### config.mk
export PLATFORM = sky130hd
export DESIGN_NAME = lbiu_top
export DESIGN_NICKNAME = d
export VERILOG_FILES = /design/src/hw/lbiu_pkg.sv /design/src/hw/lbiu_clkdiv.sv /design/src/hw/lbiu_top.sv
export VERILOG_INCLUDE_DIRS = /design/src /design/src/hw
export SDC_FILE = /design/constraint.sdc
export NUM_CORES = 1
export LEC_CHECK = 0
export ABC_AREA = 0
export BUFFER_PORTS_ARGS = -buffer_cell sky130_fd_sc_hd__buf_2
export CAP_MARGIN = 15
export CORE_MARGIN = 5
export CORE_UTILIZATION = 47
export CTS_CLUSTER_SIZE = 16
export DETAILED_ROUTE_END_ITERATION = 7
export PLACE_DENSITY = 0.91
export SETUP_SLACK_MARGIN = 0.5
export SYNTH_ARGS = -nofsm -noshare
export SYNTH_HDL_FRONTEND = slang
export SYNTH_SLANG_ARGS = --single-unit
### constraint.sdc
create_clock -name i_ref_clk -period 2.68 [get_ports i_ref_clk]
set_clock_uncertainty 0.05 [all_clocks]
set_input_delay 0 -clock i_ref_clk [delete_from_list [all_inputs] [get_ports i_ref_clk]]
set_output_delay 0 -clock i_ref_clk [all_outputs]
set_load 0.1 [all_outputs]
### src/hw/lbiu_consts.svh
// Constants for the local bus interface unit
// Summary of operation
// RULE1 - Drive 20-bit address, read/write strobes, status, and write data.
// RULE2 - Capture bus data during a read cycle.
// RULE3 - Cycles last at least four states; slave stretches via ready inputs.
// RULE4 - Drive transceiver enable and transmit/receive direction outputs.
// RULE5 - Grant bus to another master via hold request and grant ack.
// RULE6 - Divide the input clock by two for all processor timing.
// RULE7 - Processor clock output has a 50% duty cycle.
// RULE8 - Powerdown halts all operation and stops the clock circuits.
// RULE9 - Float bus outputs while granted; resume only after hold is withdrawn.
`ifndef LBIU_CONSTS_SVH
`define LBIU_CONSTS_SVH
`define LBIU_ADDR_W 20
`define LBIU_DATA_W 16
`define LBIU_MIN_STATES 4
`define LBIU_STAT_IDLE 3'h7
`define LBIU_STAT_READ 3'h5
`define LBIU_STAT_WRITE 3'h6
`endif

### src/hw/lbiu_pkg.sv
// Types for the local bus interface unit
package lbiu_pkg;
    typedef enum logic [5:0] {
        LBIU_IDLE = 6'h01,
        LBIU_T1 = 6'h02,
        LBIU_T2 = 6'h04,
        LBIU_T3 = 6'h08,
        LBIU_T4 = 6'h10,
        LBIU_HOLD = 6'h20
    } lbiu_state_type;
endpackage : lbiu_pkg

### src/hw/lbiu_clkdiv.sv
// Divide-by-two phase generator with powerdown freeze
module lbiu_clkdiv (
    input wire logic i_ref_clk,
    input wire logic i_reset,
    input wire logic i_powerdown,
    output logic o_phase,
    output logic o_tick
);
    always_ff @(posedge i_ref_clk) begin
        if (i_reset) begin
            o_phase <= 1'b0;
        end else if (!i_powerdown) begin
            o_phase <= ~o_phase; // RULE6 RULE7
        end
    end

    // One state per two input clocks; frozen in powerdown
    always_ff @(posedge i_ref_clk) begin
        if (i_reset) begin
            o_tick <= 1'b0;
        end else begin
            o_tick <= !i_powerdown && o_phase; // RULE6 RULE8
        end
    end
endmodule : lbiu_clkdiv

### src/hw/lbiu_top.sv
// Local bus interface unit: bus cycle engine, hold and clock output
`include "lbiu_consts.svh"
module lbiu_top (
    input wire logic i_ref_clk,
    input wire logic i_reset,
    input wire logic i_powerdown,
    input wire logic i_req,
    input wire logic i_req_write,
    input wire logic [19:0] i_req_addr,
    input wire logic [15:0] i_req_wdata,
    input wire logic i_sync_ready_in,
    input wire logic i_async_ready_in,
    input wire logic i_hold_req,
    input wire logic [15:0] i_ad_in,
    output logic o_req_done,
    output logic [15:0] o_rdata,
    output logic [19:0] o_addr,
    output logic o_addr_oe,
    output logic [15:0] o_ad_out,
    output logic o_ad_oe,
    output logic o_rd_n,
    output logic o_wr_n,
    output logic o_strobe_oe,
    output logic [2:0] o_status,
    output logic o_transceiver_enable_n,
    output logic o_transmit_receive_dir,
    output logic o_bus_grant_ack,
    output logic o_processor_clock_out
);
    import lbiu_pkg::*;

    lbiu_state_type state_r;
    logic phase;
    logic tick;
    logic wr_r;
    logic async_s1_r;
    logic async_s2_r;
    logic ready;

    lbiu_clkdiv u_div (
        .i_ref_clk(i_ref_clk),
        .i_reset(i_reset),
        .i_powerdown(i_powerdown),
        .o_phase(phase),
        .o_tick(tick)
    );

    // Async ready is brought through two flops before use
    always_ff @(posedge i_ref_clk) begin
        if (i_reset) begin
            async_s1_r <= 1'b0;
            async_s2_r <= 1'b0;
        end else begin
            async_s1_r <= i_async_ready_in;
            async_s2_r <= async_s1_r;
        end
    end

    assign ready = i_sync_ready_in || async_s2_r; // RULE3

    always_ff @(posedge i_ref_clk) begin
        if (i_reset) begin
            o_processor_clock_out <= 1'b0;
        end else begin
            o_processor_clock_out <= phase; // RULE7
        end
    end

    // Bus state sequence; advances only on processor ticks
    always_ff @(posedge i_ref_clk) begin
        if (i_reset) begin
            state_r <= LBIU_IDLE;
            wr_r <= 1'b0;
        end else if (tick) begin // RULE8
            case (state_r)
                LBIU_IDLE: begin
                    if (i_hold_req) begin
                        state_r <= LBIU_HOLD; // RULE5
                    end else if (i_req) begin
                        state_r <= LBIU_T1;
                        wr_r <= i_req_write;
                    end
                end
                LBIU_T1: state_r <= LBIU_T2;
                LBIU_T2: state_r <= LBIU_T3;
                LBIU_T3: begin
                    if (ready) begin
                        state_r <= LBIU_T4; // RULE3
                    end
                end
                LBIU_T4: state_r <= LBIU_IDLE;
                LBIU_HOLD: begin
                    if (!i_hold_req) begin
                        state_r <= LBIU_IDLE; // RULE9
                    end
                end
                default: state_r <= LBIU_IDLE;
            endcase
        end
    end

    // Address latched at T1 and held through the cycle
    always_ff @(posedge i_ref_clk) begin
        if (i_reset) begin
            o_addr <= '0;
            o_ad_out <= '0;
        end else if (tick && state_r == LBIU_IDLE && i_req &&
                !i_hold_req) begin
            o_addr <= i_req_addr; // RULE1
            o_ad_out <= i_req_wdata; // RULE1
        end
    end

    // Strobes, status and transceiver controls follow the current state one clock later
    always_ff @(posedge i_ref_clk) begin
        if (i_reset) begin
            o_rd_n <= 1'b1;
            o_wr_n <= 1'b1;
            o_status <= `LBIU_STAT_IDLE;
            o_transceiver_enable_n <= 1'b1;
            o_transmit_receive_dir <= 1'b1;
            o_ad_oe <= 1'b0;
        end else begin
            o_rd_n <= !(!wr_r && (state_r == LBIU_T2 || state_r == LBIU_T3));
            o_wr_n <= !(wr_r && (state_r == LBIU_T2 || state_r == LBIU_T3));
            o_status <= (state_r == LBIU_T1 || state_r == LBIU_T2 ||
                state_r == LBIU_T3) ? (wr_r ? `LBIU_STAT_WRITE :
                `LBIU_STAT_READ) : `LBIU_STAT_IDLE; // RULE1
            o_transceiver_enable_n <= !(state_r == LBIU_T2 ||
                state_r == LBIU_T3); // RULE4
            o_transmit_receive_dir <= (state_r == LBIU_HOLD) ? 1'b1 :
                (state_r == LBIU_IDLE) ? 1'b1 : wr_r; // RULE4
            o_ad_oe <= wr_r && (state_r == LBIU_T2 ||
                state_r == LBIU_T3); // RULE1
        end
    end

    // Bus owned except while granted away
    always_ff @(posedge i_ref_clk) begin
        if (i_reset) begin
            o_bus_grant_ack <= 1'b0;
            o_addr_oe <= 1'b1;
            o_strobe_oe <= 1'b1;
        end else begin
            o_bus_grant_ack <= (state_r == LBIU_HOLD); // RULE5
            o_addr_oe <= (state_r != LBIU_HOLD); // RULE9
            o_strobe_oe <= (state_r != LBIU_HOLD); // RULE9
        end
    end

    // Read data captured at the T3 tick that ends the wait
    always_ff @(posedge i_ref_clk) begin
        if (i_reset) begin
            o_rdata <= '0;
            o_req_done <= 1'b0;
        end else begin
            o_req_done <= tick && state_r == LBIU_T3 && ready;
            if (tick && state_r == LBIU_T3 && ready && !wr_r) begin
                o_rdata <= i_ad_in; // RULE2
            end
        end
    end

    int unsigned cyc_cnt;
    always_ff @(posedge i_ref_clk) begin
        if (i_reset || state_r == LBIU_IDLE) begin
            cyc_cnt <= 0;
        end else if (tick) begin
            cyc_cnt <= cyc_cnt + 1;
        end
    end
endmodule : lbiu_top

Word-level counts from Yosys, hierarchy flattened
Index checks and enable logic that the tools add are counted.
Operators by class
  bitwise logic cells: 3
  mux-type cells: 6
  reductions and logical operators: 23
  equal/unequal tests: 9
Operators with widths (count)
  case mux 6 bit (5 select lines): 1
  2-to-1 mux 6 bit: 4
  logical AND 1 bit: 9
  AND reduction 4 bit: 2
  equality test 6 x 1 -> 1 bit (second input constant): 1
  equality test 6 x 2 -> 1 bit (second input constant): 1
  equality test 6 x 3 -> 1 bit (second input constant): 1
  equality test 6 x 4 -> 1 bit (second input constant): 1
  equality test 6 bit (second input constant): 1
  logical NOT 1 bit: 6
  != test 6 bit (second input constant): 1
  logical OR 1 bit: 4
  != test 2 bit (second input constant): 2
  != test 3 bit (second input constant): 1
  NOT 1 bit: 3
  OR reduction 3 bit: 1
  2-to-1 mux 2 bit: 1
  OR reduction 2 bit: 1
Word-level totals
  bits of input ports: 60
  bits in registers: 75
  logic and storage cells: 60
  output and inout bits: 65

Longest topological paths before layout
Gate-level depths: netlist of the first run.
  depth in word-level cells: 5
  depth in mapped cells: 7
  gate-level depth less buffers: 5

Hierarchy
Synthesis of the first run repeated with hierarchy kept, for this count alone.
Unflattened totals
  cell total of the unflattened synthesis: 294
  area, all modules: 2686.3 um^2
By module, submodules not included
  lbiu_top: cells an instance 289, seq. area each 1441.4 um^2, area an instance 2626.3 um^2, instances 1
  lbiu_clkdiv: cells an instance 5, seq. area each 40.0 um^2, area an instance 60.1 um^2, instances 1

Worst setup path before layout of the first run
No wires, ideal clock.
  path kind: register -> register
  start point: reg state_r[5]
  end point: reg o_ad_out[10]
  path slack: 0.793 ns
  path buffers: 2
  data arrival time: 1.717 ns
  library setup time: 0.120 ns
  required time: 2.510 ns
  cell stages (with the launch flop): 7
  period minus slack after synthesis: 1.887 ns
  cell sequence: dfxtp_1 or4_4 o31ai_4 nor4_2 buf_6 buf_12 mux2i_1
On the way
  word-level cells in the longest chain between the ends: 4
RTL lines
  from (decl): line lbiu_top.sv:32  | lbiu_state_type state_r;
  from (signal assigned): line lbiu_top.sv:72  | state_r <= LBIU_IDLE;
  from (signal assigned): line lbiu_top.sv:78  | state_r <= LBIU_HOLD;
  from (signal assigned): line lbiu_top.sv:80  | state_r <= LBIU_T1;
  equality test 6 x 1 -> 1 bit: line lbiu_top.sv:107  | end else if (tick && state_r == LBIU_IDLE && i_req &&
  logical AND 1 bit (3 in a row): line lbiu_top.sv:107
  to (signal assigned): line lbiu_top.sv:110  | o_ad_out <= i_req_wdata;
  to (decl): line lbiu_top.sv:19  | output logic [15:0] o_ad_out,
No other way between the ends.
A chain may end at the register's enable or synchronous reset.

Final worst setup path of the first run
  start point: reg state_r[5]
  end point: reg o_ad_out[15]
The elaborated chain is that of the path after synthesis.

==> out/qor.txt, run 1 <==
outcome - complete, no violations
Pint - 1.749 mW
largest net degree at the start of global routing - 51
CP Capture Type - flop
Port Buffers - 123
H-tree levels - 3
DR vias - 2717
Worst path slowest cell - or4_4
layout cells sized above 1 - 0.3091
Seq pwr share - 0.487
DIE HEIGHT - 88.76 um
Congestion Overflow GR - 0
WL per Instance - 14.46 um
ys flop type - dfxtp_1
ANT nets after route - 0
latest clock arrival within the worst-skew pair - 0.34 ns
fraction of registers with async set/reset - 0
die area - 0.007877 mm2
Clock Sinks - 74
Leak - 2.056 nW
Placeable Area - 0.005991 mm2
DP HPWL - 4988 um
Fin Setup TNS - 0 ns
top cells by area, synth - dfxtp_1 (51%), mux2i_1 (18%), nand2_1 (10%)
critical path launch point type - flop
Clock Tree Root - clkbuf_8
Mapped Avg Cell Area - 9.621 um2
hold_sp - i_reset
sequential area share after synthesis - 0.5082
CTS tree - done
EDFF count, synth - 0
post-synthesis cell type count - 40
total CTS buffers - 9
vias in the first global route - 2876
final core occ - 0.7228
slowest stage delay, CP - 0.59 ns
crit path DAT - 2.22 ns
post-synthesis compound-gate area fraction - 0.03820
combinational group share of total power - 0.109
Buffers & Inverters on Critical Path - 1
boundary pin count - 125
worst vdd ir - 0.4184 mV
worst hold endpoint - o_rdata[6]
area share of fa/ha/maj cells after synthesis - 0
Placer Congestion - 0.8826
Pwr Density - 529.8 mW/mm2
Final period util - 0.7537
Syn. warnings - 0
simple-gate area share of the yosys netlist - 0.2112
post-synthesis xor/xnor area fraction - 0.006009
Yosys top cell area share - 0.5082
Ant. Diodes - 0
P_sw - 0.5458 mW
Synth-to-Final Area Change - 48.54%
Starting Density - 0.4866
Hold Crit Depth - 2
worst path required time - 2.88 ns
Via-to-Cell Ratio - 4.878
Pre-antenna DRT Iters - 4
sw frac - 0.2379
fmax - 0.4951 GHz
Synth Register Bits - 74
CP Max Fanout - 29
Worst-Margin Slew - 0.7505 ns
Mapped Cells - 303
FP Rows - 28
r2r setup slk - 0.66 ns
Min Clock Period, post-route - 2.020 ns
routing usage on met3 - 0.08752
nets - 538
worst-path cell chain - or4_4, o31ai_4, nor4_4, buf_12, mux2i_1
worst hold path type - in2reg
crit path kind - reg2reg
WL final - 8057 um
Final Hold Viols - 0
unrepaired setup endpoints after global routing - no
post-CTS setup buffers - 0
GR Util All Layers - 0.2177
relative slew slack - 0.4990
clk slew on worst S/H paths - 0.08 ns
initial antenna violation count - 0
Die Wd - 88.76 um
met1 usage - 0.2261
first-pass GRT wire length - 13090 um
proportion of synthesized area in mux cells - 0.1820
leading area contributor after synthesis - dfxtp_1
synthesized cell area - 0.002915 mm2
CP delay by family, top - simple AND/OR/NAND/NOR gates
Initial DRC Count - 136
r2r endpoint - o_ad_out[15]
Most Crowded Layer GR - met2
Synthesized Nets - 363
clock power share - 0.403
Worst R2R Path Depth - 5
Pins Over Slew Limit - 0
main combinational cell family by area after synthesis - simple AND/OR/NAND/NOR gates
GR Util met2 - 0.3785
Reg2Reg Launch Point - state_r[5]
max_cap viols - 0
clk buf depth - 2
WHS - 0.04627 ns
# setup viols final - 0
Post-route DRC - 0
[kinds of logic after synthesis]
family / after synthesis
compound gates: 15
mux: 53
buf+inv: 24
xor+xnor: 2
flops: 74
simple gates: 134
other cells: 1
[repair_timing]
action                     CTS  global route
hold endpoints to repair    57             0
gates resized for setup      0             1
hold buffers                57             0
setup endpoints to repair    0            26
[stage by stage]
stage                     worst slack [ns]  instances  area, um2  total power [mW]
final                               0.6601        557       4330             2.294
after global routing                0.5713        557       4330             2.392
after CTS                           0.6019        557       4322             2.316
after detailed placement            0.6112        485       3536             1.324
after global placement              0.7246        485       3536             1.320
after floorplan                     0.7930        303       2915             1.264
[power by group through the flow]
stage               Combinational [mW]  Sequential [mW]  Clock, mW
finish                           0.251             1.12      0.925
global route                     0.271             1.12       1.00
CTS                              0.245             1.12      0.953
detailed placement               0.181             1.14          0
global placement                 0.177             1.14          0
floorplan                       0.0746             1.19          0
[cells in the final DEF, fill, tap and decap left out, types with 2 or more instances in the layout]
cell and instances:
bufinv_16 2, nor3b_1 2, or2_2 2, a21oi_1 3
buf_2 123, mux2i_1 53, o21ai_0 4, nor2_1 20
buf_4 3, nand4_1 2, clkbuf_8 9, xor2_1 2
dlygate4sd3_1 57, dfxtp_1 74, nor2b_1 6, nand2_1 81
nor3_1 2, nand2b_1 4, nor4_4 2, nand4b_1 2
o21a_1 2, clkinv_4 2, inv_1 3, nand3_1 3
[cells in the mapped netlist (2+ instances only)]
master     n
nand2_1   81
dfxtp_1   74
mux2i_1   53
nor2_1    20
clkbuf_1  12
nor2b_1    6
nand2b_1   4
o21ai_0    4
a21oi_1    3
buf_12     3
inv_1      3
nand3_1    3
buf_4      2
nand4_1    2
nand4b_1   2
nor3_1     2
nor3b_1    2
nor4_2     2
o21a_1     2
or2_2      2
xor2_1     2
[sequential cells by signal (all words and copies together), names as in the netlist]
signal / cells
o_req_done: 1
async_s2_r: 1
o_ad_out: 16
o_bus_grant_ack: 1
o_processor_clock_out: 1
async_s1_r: 1
o_strobe_oe: 1
o_transmit_receive_dir: 1
state_r: 6
o_ad_oe: 1
o_wr_n: 1
o_addr: 20
o_rdata: 16
u_div.o_tick: 1
o_rd_n: 1
o_status: 2
wr_r: 1
o_transceiver_enable_n: 1
u_div.o_phase: 1
[routing by layer]
metal  wire [um]  part of all wire
met1        2992              0.37
met2        4090              0.51
met3         649             0.081
met4         324             0.040
met5           0                 0
[area by class of cell]
type | instances | area, um2
inverters | 4 | 15.01
fillers | 414 | 1660
flip-flops and latches | 74 | 1481
clock buffers | 9 | 123.9
multi-input cells | 205 | 1296
repair buffers | 184 | 1229
clock inverters | 6 | 91.34
well taps | 75 | 93.84
[worst max path at each step]
stage / startpoint / end / slack, ns / cells after the start
global route: state_r[5] / o_ad_out[15] / 0.57 / 5
CTS: state_r[3] / o_ad_out[13] / 0.60 / 5
global placement: state_r[3] / o_ad_out[14] / 0.72 / 5
finish: state_r[5] / o_ad_out[15] / 0.66 / 5
detailed placement: state_r[3] / o_ad_out[13] / 0.61 / 5
floorplan: state_r[5] / o_ad_out[10] / 0.79 / 6
Note: power is estimated with default switching activity, not from simulation.
==> run 2: changes to the inputs <==
- CORE_UTILIZATION: 47 -> 42
- PLACE_DENSITY: 0.91 -> 0.87
- clock period: 2.68 -> 1.8 ns (I/O delays scaled with it)
==> run 2 against run 1 <==
  * The flow now finishes with violations (setup timing)
  * Worst hold slack better by 0.033 ns
  * Sequential cell count unchanged
  * First-iteration DRC count rose by 10%
  * Global-route usage decreased by 1.3 points
  * Combinational power up 62%
  * Power up 54%
  * Via count is 4.6% higher
==> out/qor.txt, run 2 (synthesized netlist as in run 1, its figures left out) <==
Pwr Density - 762.8 mW/mm2 (was 529.8 mW/mm2)
nets - 556 (was 538)
Final period util - 1.016 (was 0.7537)
Largest regs - o_addr (20), o_ad_out (16), o_rdata (16) (unchanged)
Power Total - 3.543 mW (was 2.294 mW)
# setup viols final - 28 (was 0)
CP Capture Type - flop (unchanged)
sw frac - 0.2364 (was 0.2379)
Final Cell Area - 0.004644 mm2 (was 0.004330 mm2)
# fillers - 505 (was 414)
DR vias - 2842 (was 2717)
DIE HEIGHT - 93.32 um (was 88.76 um)
clk buf depth - 2 (unchanged)
Post-route DRC - 0 (unchanged)
ANT nets after route - 0 (unchanged)
clk slew on worst S/H paths - 0.08 ns (about the same)
Final Hold Viols - 0 (unchanged)
unrepaired setup endpoints after global routing - yes (was no)
max_cap viols - 0 (unchanged)
Synth-to-Final Area Change - 59.31% (was 48.54%)
latest clock arrival within the worst-skew pair - 0.33 ns (was 0.34 ns)
combinational group share of total power - 0.115 (was 0.109)
CTS tree - done (unchanged)
max reg flops - 20 (unchanged)
P_sw - 0.8374 mW (was 0.5458 mW)
GR Util All Layers - 0.2045 (was 0.2177)
Post-DP Area - 0.003625 mm2 (was 0.003536 mm2)
FP Rows - 30 (was 28)
Critical Path Stages - 6 (was 5)
Min Clock Period, post-route - 1.828 ns (was 2.020 ns)
DP HPWL - 5078 um (was 4988 um)
Clock Tree Root - clkbuf_8 (unchanged)
Worst R2R Path Depth - 6 (was 5)
crit path DAT - 2.04 ns (was 2.22 ns)
Starting Density - 0.4315 (was 0.4866)
dpl cells - 499 (was 485)
final core occ - 0.6874 (was 0.7228)
first-pass GRT wire length - 13990 um (was 13090 um)
Clock Sinks - 74 (unchanged)
critical path launch point type - flop (unchanged)
Initial DRC Count - 150 (was 136)
WL per Instance - 15.22 um (was 14.46 um)
H-tree levels - 3 (unchanged)
relative slew slack - 0.6619 (was 0.4990)
Placeable Area - 0.006756 mm2 (was 0.005991 mm2)
Leak - 2.181 nW (was 2.056 nW)
boundary pin count - 125 (unchanged)
largest net degree at the start of global routing - 49 (was 51)
Ant. Diodes - 0 (unchanged)
initial antenna violation count - 0 (unchanged)
worst hold path type - in2reg (unchanged)
r2r setup slk - -0.03 ns (was 0.66 ns)
outcome - finished, violations left (was complete, no violations)
worst-path cell chain - or4_4, o31ai_4, nor4_4, buf_6, buf_12, mux2i_2 (was or4_4, o31ai_4, nor4_4, buf_12, mux2i_1)
CP delay by family, top - simple AND/OR/NAND/NOR gates (unchanged)
vias in the first global route - 2961 (was 2876)
footprint of the multi-input gates - 0.001351 mm2 (was 0.001296 mm2)
highest-count cells in the layout ignoring fill and taps - buf_2 (123), nand2_1 (80), dfxtp_1 (69), dlygate4sd3_1 (58), mux2i_1 (51) (was buf_2 (123), nand2_1 (81), dfxtp_1 (74), dlygate4sd3_1 (57), mux2i_1 (53))
Congestion Overflow GR - 0 (unchanged)
total CTS buffers - 9 (unchanged)
CP Max Fanout - 6 (was 29)
clock power share - 0.417 (was 0.403)
Port Buffers - 123 (unchanged)
WL final - 8840 um (was 8057 um)
Hold Crit Depth - 4 (was 2)
Worst-Margin Slew - 0.5107 ns (was 0.7505 ns)
worst path required time - 2.01 ns (was 2.88 ns)
die area - 0.008708 mm2 (was 0.007877 mm2)
Seq pwr share - 0.469 (was 0.487)
fin cells - 581 (was 557)
slowest stage delay, CP - 0.52 ns (was 0.59 ns)
fmax - 0.5470 GHz (was 0.4951 GHz)
Pint - 2.705 mW (was 1.749 mW)
Worst path slowest cell - or4_4 (unchanged)
Pre-antenna DRT Iters - 4 (unchanged)
failing checks - setup timing
crit path kind - reg2reg (unchanged)
Largest Register - o_addr (unchanged)
worst vdd ir - 0.3994 mV (was 0.4184 mV)
Via-to-Cell Ratio - 4.892 (was 4.878)
layout cells sized above 1 - 0.3673 (was 0.3091)
WHS - 0.07926 ns (was 0.04627 ns)
Pins Over Slew Limit - 0 (unchanged)
Final WS setup - -0.02815 ns (was 0.6601 ns)
Buffers & Inverters on Critical Path - 2 (was 1)
Reg area - 0.001493 mm2 (was 0.001481 mm2)
Die Wd - 93.32 um (was 88.76 um)
Placer Congestion - 0.8138 (was 0.8826)
most common cell after layout, fill and taps aside - buf_2 (unchanged)
## run 2: changes by cell type in the layout (fill, tap and decap cells not counted), sizes merged
cell / change
buf: +15
clkbuf: +4
clkinv: -2
clkinvlp: +1
dlygate4sd3: +1
## run 2: through the flow
stage          setup WS, ns  TNS (ns)
6_report           -0.02815   -0.3116
5_1_grt            -0.08533    -1.921
4_1_cts            0.005229         0
3_5_place_dp        0.01634         0
3_3_place_gp        0.05182         0
2_1_floorplan      -0.04490    -1.345
## run 2: power groups by stage
stage	Combinational (mW)	Sequential [mW]	Clock, mW
global route	0.435	1.66	1.59
global placement	0.276	1.70	0
floorplan	0.111	1.77	0
detailed placement	0.281	1.70	0
finish	0.406	1.66	1.48
CTS	0.388	1.66	1.51
## run 2: cell type report
class | instances | area share
Sequential cell | 74 | 0.3214
Timing Repair Buffer | 202 | 0.3120
Multi-Input combinational cell | 205 | 0.2909
Clock buffer | 11 | 0.03260
Tap cell | 80 | 0.02155
Clock inverter | 5 | 0.01832
Inverter | 4 | 0.003233
## run 2: worst register-to-register path: cells and delay by family, from the launching register on
kind / cells / cell delay [ns]
buffers and inverters: 2 / 0.29
AO/OA/AOI/OAI: 1 / 0.26
multiplexers: 1 / 0.18
flip-flops: 1 / 0.37
AND/OR/NAND/NOR: 2 / 0.59
## run 2: path summary, 6_finish.rpt
path | end | startpoint
max | o_ad_out[15] | state_r[4]
min | state_r[5] | i_hold_req
max reg2reg | o_ad_out[15] | state_r[4]
min reg2reg | async_s2_r | async_s1_r
## run 2: repair_timing
item	in CTS	in global routing
endpoints found under the hold margin	60	0
resized for setup	13	12
endpoints found under the setup margin	65	66
setup buffers	4	1
hold buffers	58	0
gates cloned	1	2
pin swaps	7	4
## run 2: metal layers
| layer | routed length (um) | global-route usage | up-vias |
|---|---|---|---|
| met5 | 0 | 0 | - |
| met4 | 226 | 0.09402 | 0 |
| met3 | 685 | 0.06195 | 18 |
| met2 | 4524 | 0.3699 | 122 |
| met1 | 3404 | 0.2156 | 1316 |
| li1 | - | - | 1386 |
==> run 3: changes to the inputs <==
- BUFFER_PORTS_ARGS: -buffer_cell sky130_fd_sc_hd__buf_2 -> -buffer_cell sky130_fd_sc_hd__buf_4
==> run 3 against run 2 <==
  * The run still ends with setup timing left
  * Non-clock buffer count is 3 higher
  * Critical path depth stayed put
  * Sequential share of layout area is 2.2 points lower
  * Via count is 1.7% higher
  * Worst hold slack worse by 0.031 ns
  * Routed wire length is 4.7% higher
  * Register-to-register slack worse by 0.04 ns
  * First-iteration DRC count is 11% lower
  * Clock-buffer cell count is 1 lower
  * Global-route usage is 0.44 points higher
  * Clock power is 4% higher
  * Largest cell class is now non-clock buffers
  * Largest power group unchanged
==> out/qor.txt, run 3 (synthesized netlist as in run 1, its figures left out) <==
outcome - finished, violations left (unchanged)
failing checks - setup timing (unchanged)
Ant. Diodes - 0 (unchanged)
Pins Over Slew Limit - 0 (unchanged)
vias in the first global route - 3027 (was 2961)
layout cells sized above 1 - 0.3678 (was 0.3673)
Worst R2R Path Depth - 6 (unchanged)
DIE HEIGHT - 93.32 um (unchanged)
worst hold path type - in2reg (unchanged)
Largest regs - o_addr (20), o_ad_out (16), o_rdata (16) (unchanged)
worst vdd ir - 0.4286 mV (was 0.3994 mV)
Reg2Reg Launch Point - state_r[5] (was state_r[4])
fin cells - 583 (was 581)
Die Wd - 93.32 um (unchanged)
critical path launch point type - flop (unchanged)
worst path required time - 1.98 ns (was 2.01 ns)
boundary pin count - 125 (unchanged)
Leak - 2.256 nW (was 2.181 nW)
clk buf depth - 2 (unchanged)
DP HPWL - 5375 um (was 5078 um)
initial antenna violation count - 0 (unchanged)
Power Total - 3.657 mW (was 3.543 mW)
Final period util - 1.040 (was 1.016)
latest clock arrival within the worst-skew pair - 0.34 ns (was 0.33 ns)
most common cell after layout, fill and taps aside - buf_4 (was buf_2)
die area - 0.008708 mm2 (unchanged)
Reg area - 0.001491 mm2 (was 0.001493 mm2)
Starting Density - 0.4315 (unchanged)
Via-to-Cell Ratio - 4.957 (was 4.892)
Pwr Density - 734.3 mW/mm2 (was 762.8 mW/mm2)
fmax - 0.5342 GHz (was 0.5470 GHz)
Initial DRC Count - 134 (was 150)
Post-DP Area - 0.003975 mm2 (was 0.003625 mm2)
Largest Register - o_addr (unchanged)
WHS - 0.04826 ns (was 0.07926 ns)
nets - 559 (was 556)
crit path DAT - 2.05 ns (was 2.04 ns)
Clock Sinks - 74 (unchanged)
Min Clock Period, post-route - 1.872 ns (was 1.828 ns)
total CTS buffers - 9 (unchanged)
FP Rows - 30 (unchanged)
dpl cells - 503 (was 499)
crit path kind - reg2reg (unchanged)
Worst-Margin Slew - 0.8322 ns (was 0.5107 ns)
r2r endpoint - o_ad_out[15] (unchanged)
Congestion Overflow GR - 0 (unchanged)
Final Hold Viols - 0 (unchanged)
max reg flops - 20 (unchanged)
# fillers - 424 (was 505)
worst hold endpoint - state_r[5] (unchanged)
Post-route DRC - 0 (unchanged)
highest-count cells in the layout ignoring fill and taps - buf_4 (135), nand2_1 (81), dfxtp_1 (66), dlygate4sd3_1 (59), mux2i_1 (49) (was buf_2 (123), nand2_1 (80), dfxtp_1 (69), dlygate4sd3_1 (58), mux2i_1 (51))
clk slew on worst S/H paths - 0.08 ns (about the same)
WL per Instance - 15.87 um (was 15.22 um)
footprint of the multi-input gates - 0.001364 mm2 (was 0.001351 mm2)
Synth-to-Final Area Change - 70.82% (was 59.31%)
# setup viols final - 29 (was 28)
first-pass GRT wire length - 14210 um (was 13990 um)
Pre-antenna DRT Iters - 4 (unchanged)
CP Capture Type - flop (unchanged)
CTS tree - done (unchanged)
Port Buffers - 123 (unchanged)
Final Cell Area - 0.004980 mm2 (was 0.004644 mm2)
Clock Tree Root - clkbuf_8 (unchanged)
unrepaired setup endpoints after global routing - yes (unchanged)
H-tree levels - 3 (unchanged)
hold_sp - i_hold_req (unchanged)
relative slew slack - 0.4452 (was 0.6619)
Hold Crit Depth - 4 (unchanged)
WL final - 9252 um (was 8840 um)
GR Util All Layers - 0.2090 (was 0.2045)
max_cap viols - 0 (unchanged)
r2r setup slk - -0.07 ns (was -0.03 ns)
largest net degree at the start of global routing - 47 (was 49)
Final WS setup - -0.07182 ns (was -0.02815 ns)
Placer Congestion - 0.8336 (was 0.8138)
DR vias - 2890 (was 2842)
ANT nets after route - 0 (unchanged)
Placeable Area - 0.006756 mm2 (unchanged)
CP Max Fanout - 7 (was 6)
run 3: cell types whose count changed in the layout (fill, tap and decap cells not counted), sizes merged:
cell and change:
dlygate4sd3 +1, dlymetal6s4s +1, inv -1, bufinv +1, buf +2, clkbuf -2
run 3: area by class of cell:
class,instances,share of cell area
flip-flops and latches,74,0.2995
well taps,80,0.02010
repair buffers,205,0.3553
clock buffers,10,0.02764
inverters,4,0.003015
multi-input cells,205,0.2739
clock inverters,5,0.02060
run 3: routing by layer:
metal / global-route usage / routed length (um) / vias to the layer above
met5: 0 / 0 / -
met2: 0.3711 / 4658 / 144
met1: 0.2222 / 3487 / 1316
met4: 0.1197 / 396 / 0
met3: 0.05390 / 711 / 36
li1: - / - / 1394
run 3: stage by stage:
step	worst slack [ns]	setup TNS, ns	util
2_1_floorplan	-0.04490	-1.345	-
3_3_place_gp	0.03450	0	0.5883
3_5_place_dp	0.01568	0	0.5883
4_1_cts	0.006116	0	0.7219
5_1_grt	-0.1011	-1.921	0.7370
6_report	-0.07182	-0.5650	0.7370
run 3: worst max-delay path by stage:
stage,to,from,cells after the start,slack [ns]
2_1_floorplan,o_ad_out[10],state_r[4],6,-0.04
3_3_place_gp,o_addr[5],state_r[4],5,0.03
3_5_place_dp,o_ad_out[14],state_r[4],5,0.02
4_1_cts,o_ad_out[6],state_r[3],5,0.006
5_1_grt,o_ad_out[15],state_r[4],6,-0.10
6_report,o_ad_out[15],state_r[5],6,-0.07
run 3: critical path: stages, from the launching register on:
cell,delay (ns)
dfxtp_2,0.35
or4_4,0.53
o31ai_4,0.27
nor4_4,0.08
buf_6,0.15
buf_12,0.15
mux2i_4,0.18
run 3: report_power, final:
| group | internal [mW] | switching [mW] |
|---|---|---|
| logic | 0.233 | 0.221 |
| clock network | 0.949 | 0.588 |
| registers | 1.65 | 0.0123 |
run 3: repair_timing:
item                                    CTS  global route
hold buffers                             60             0
setup buffers                             2             1
gates cloned                              1             1
gates resized for setup                  13            15
endpoints found under the hold margin    62             0
pin swaps                                 6             8
endpoints found under the setup margin   65            67
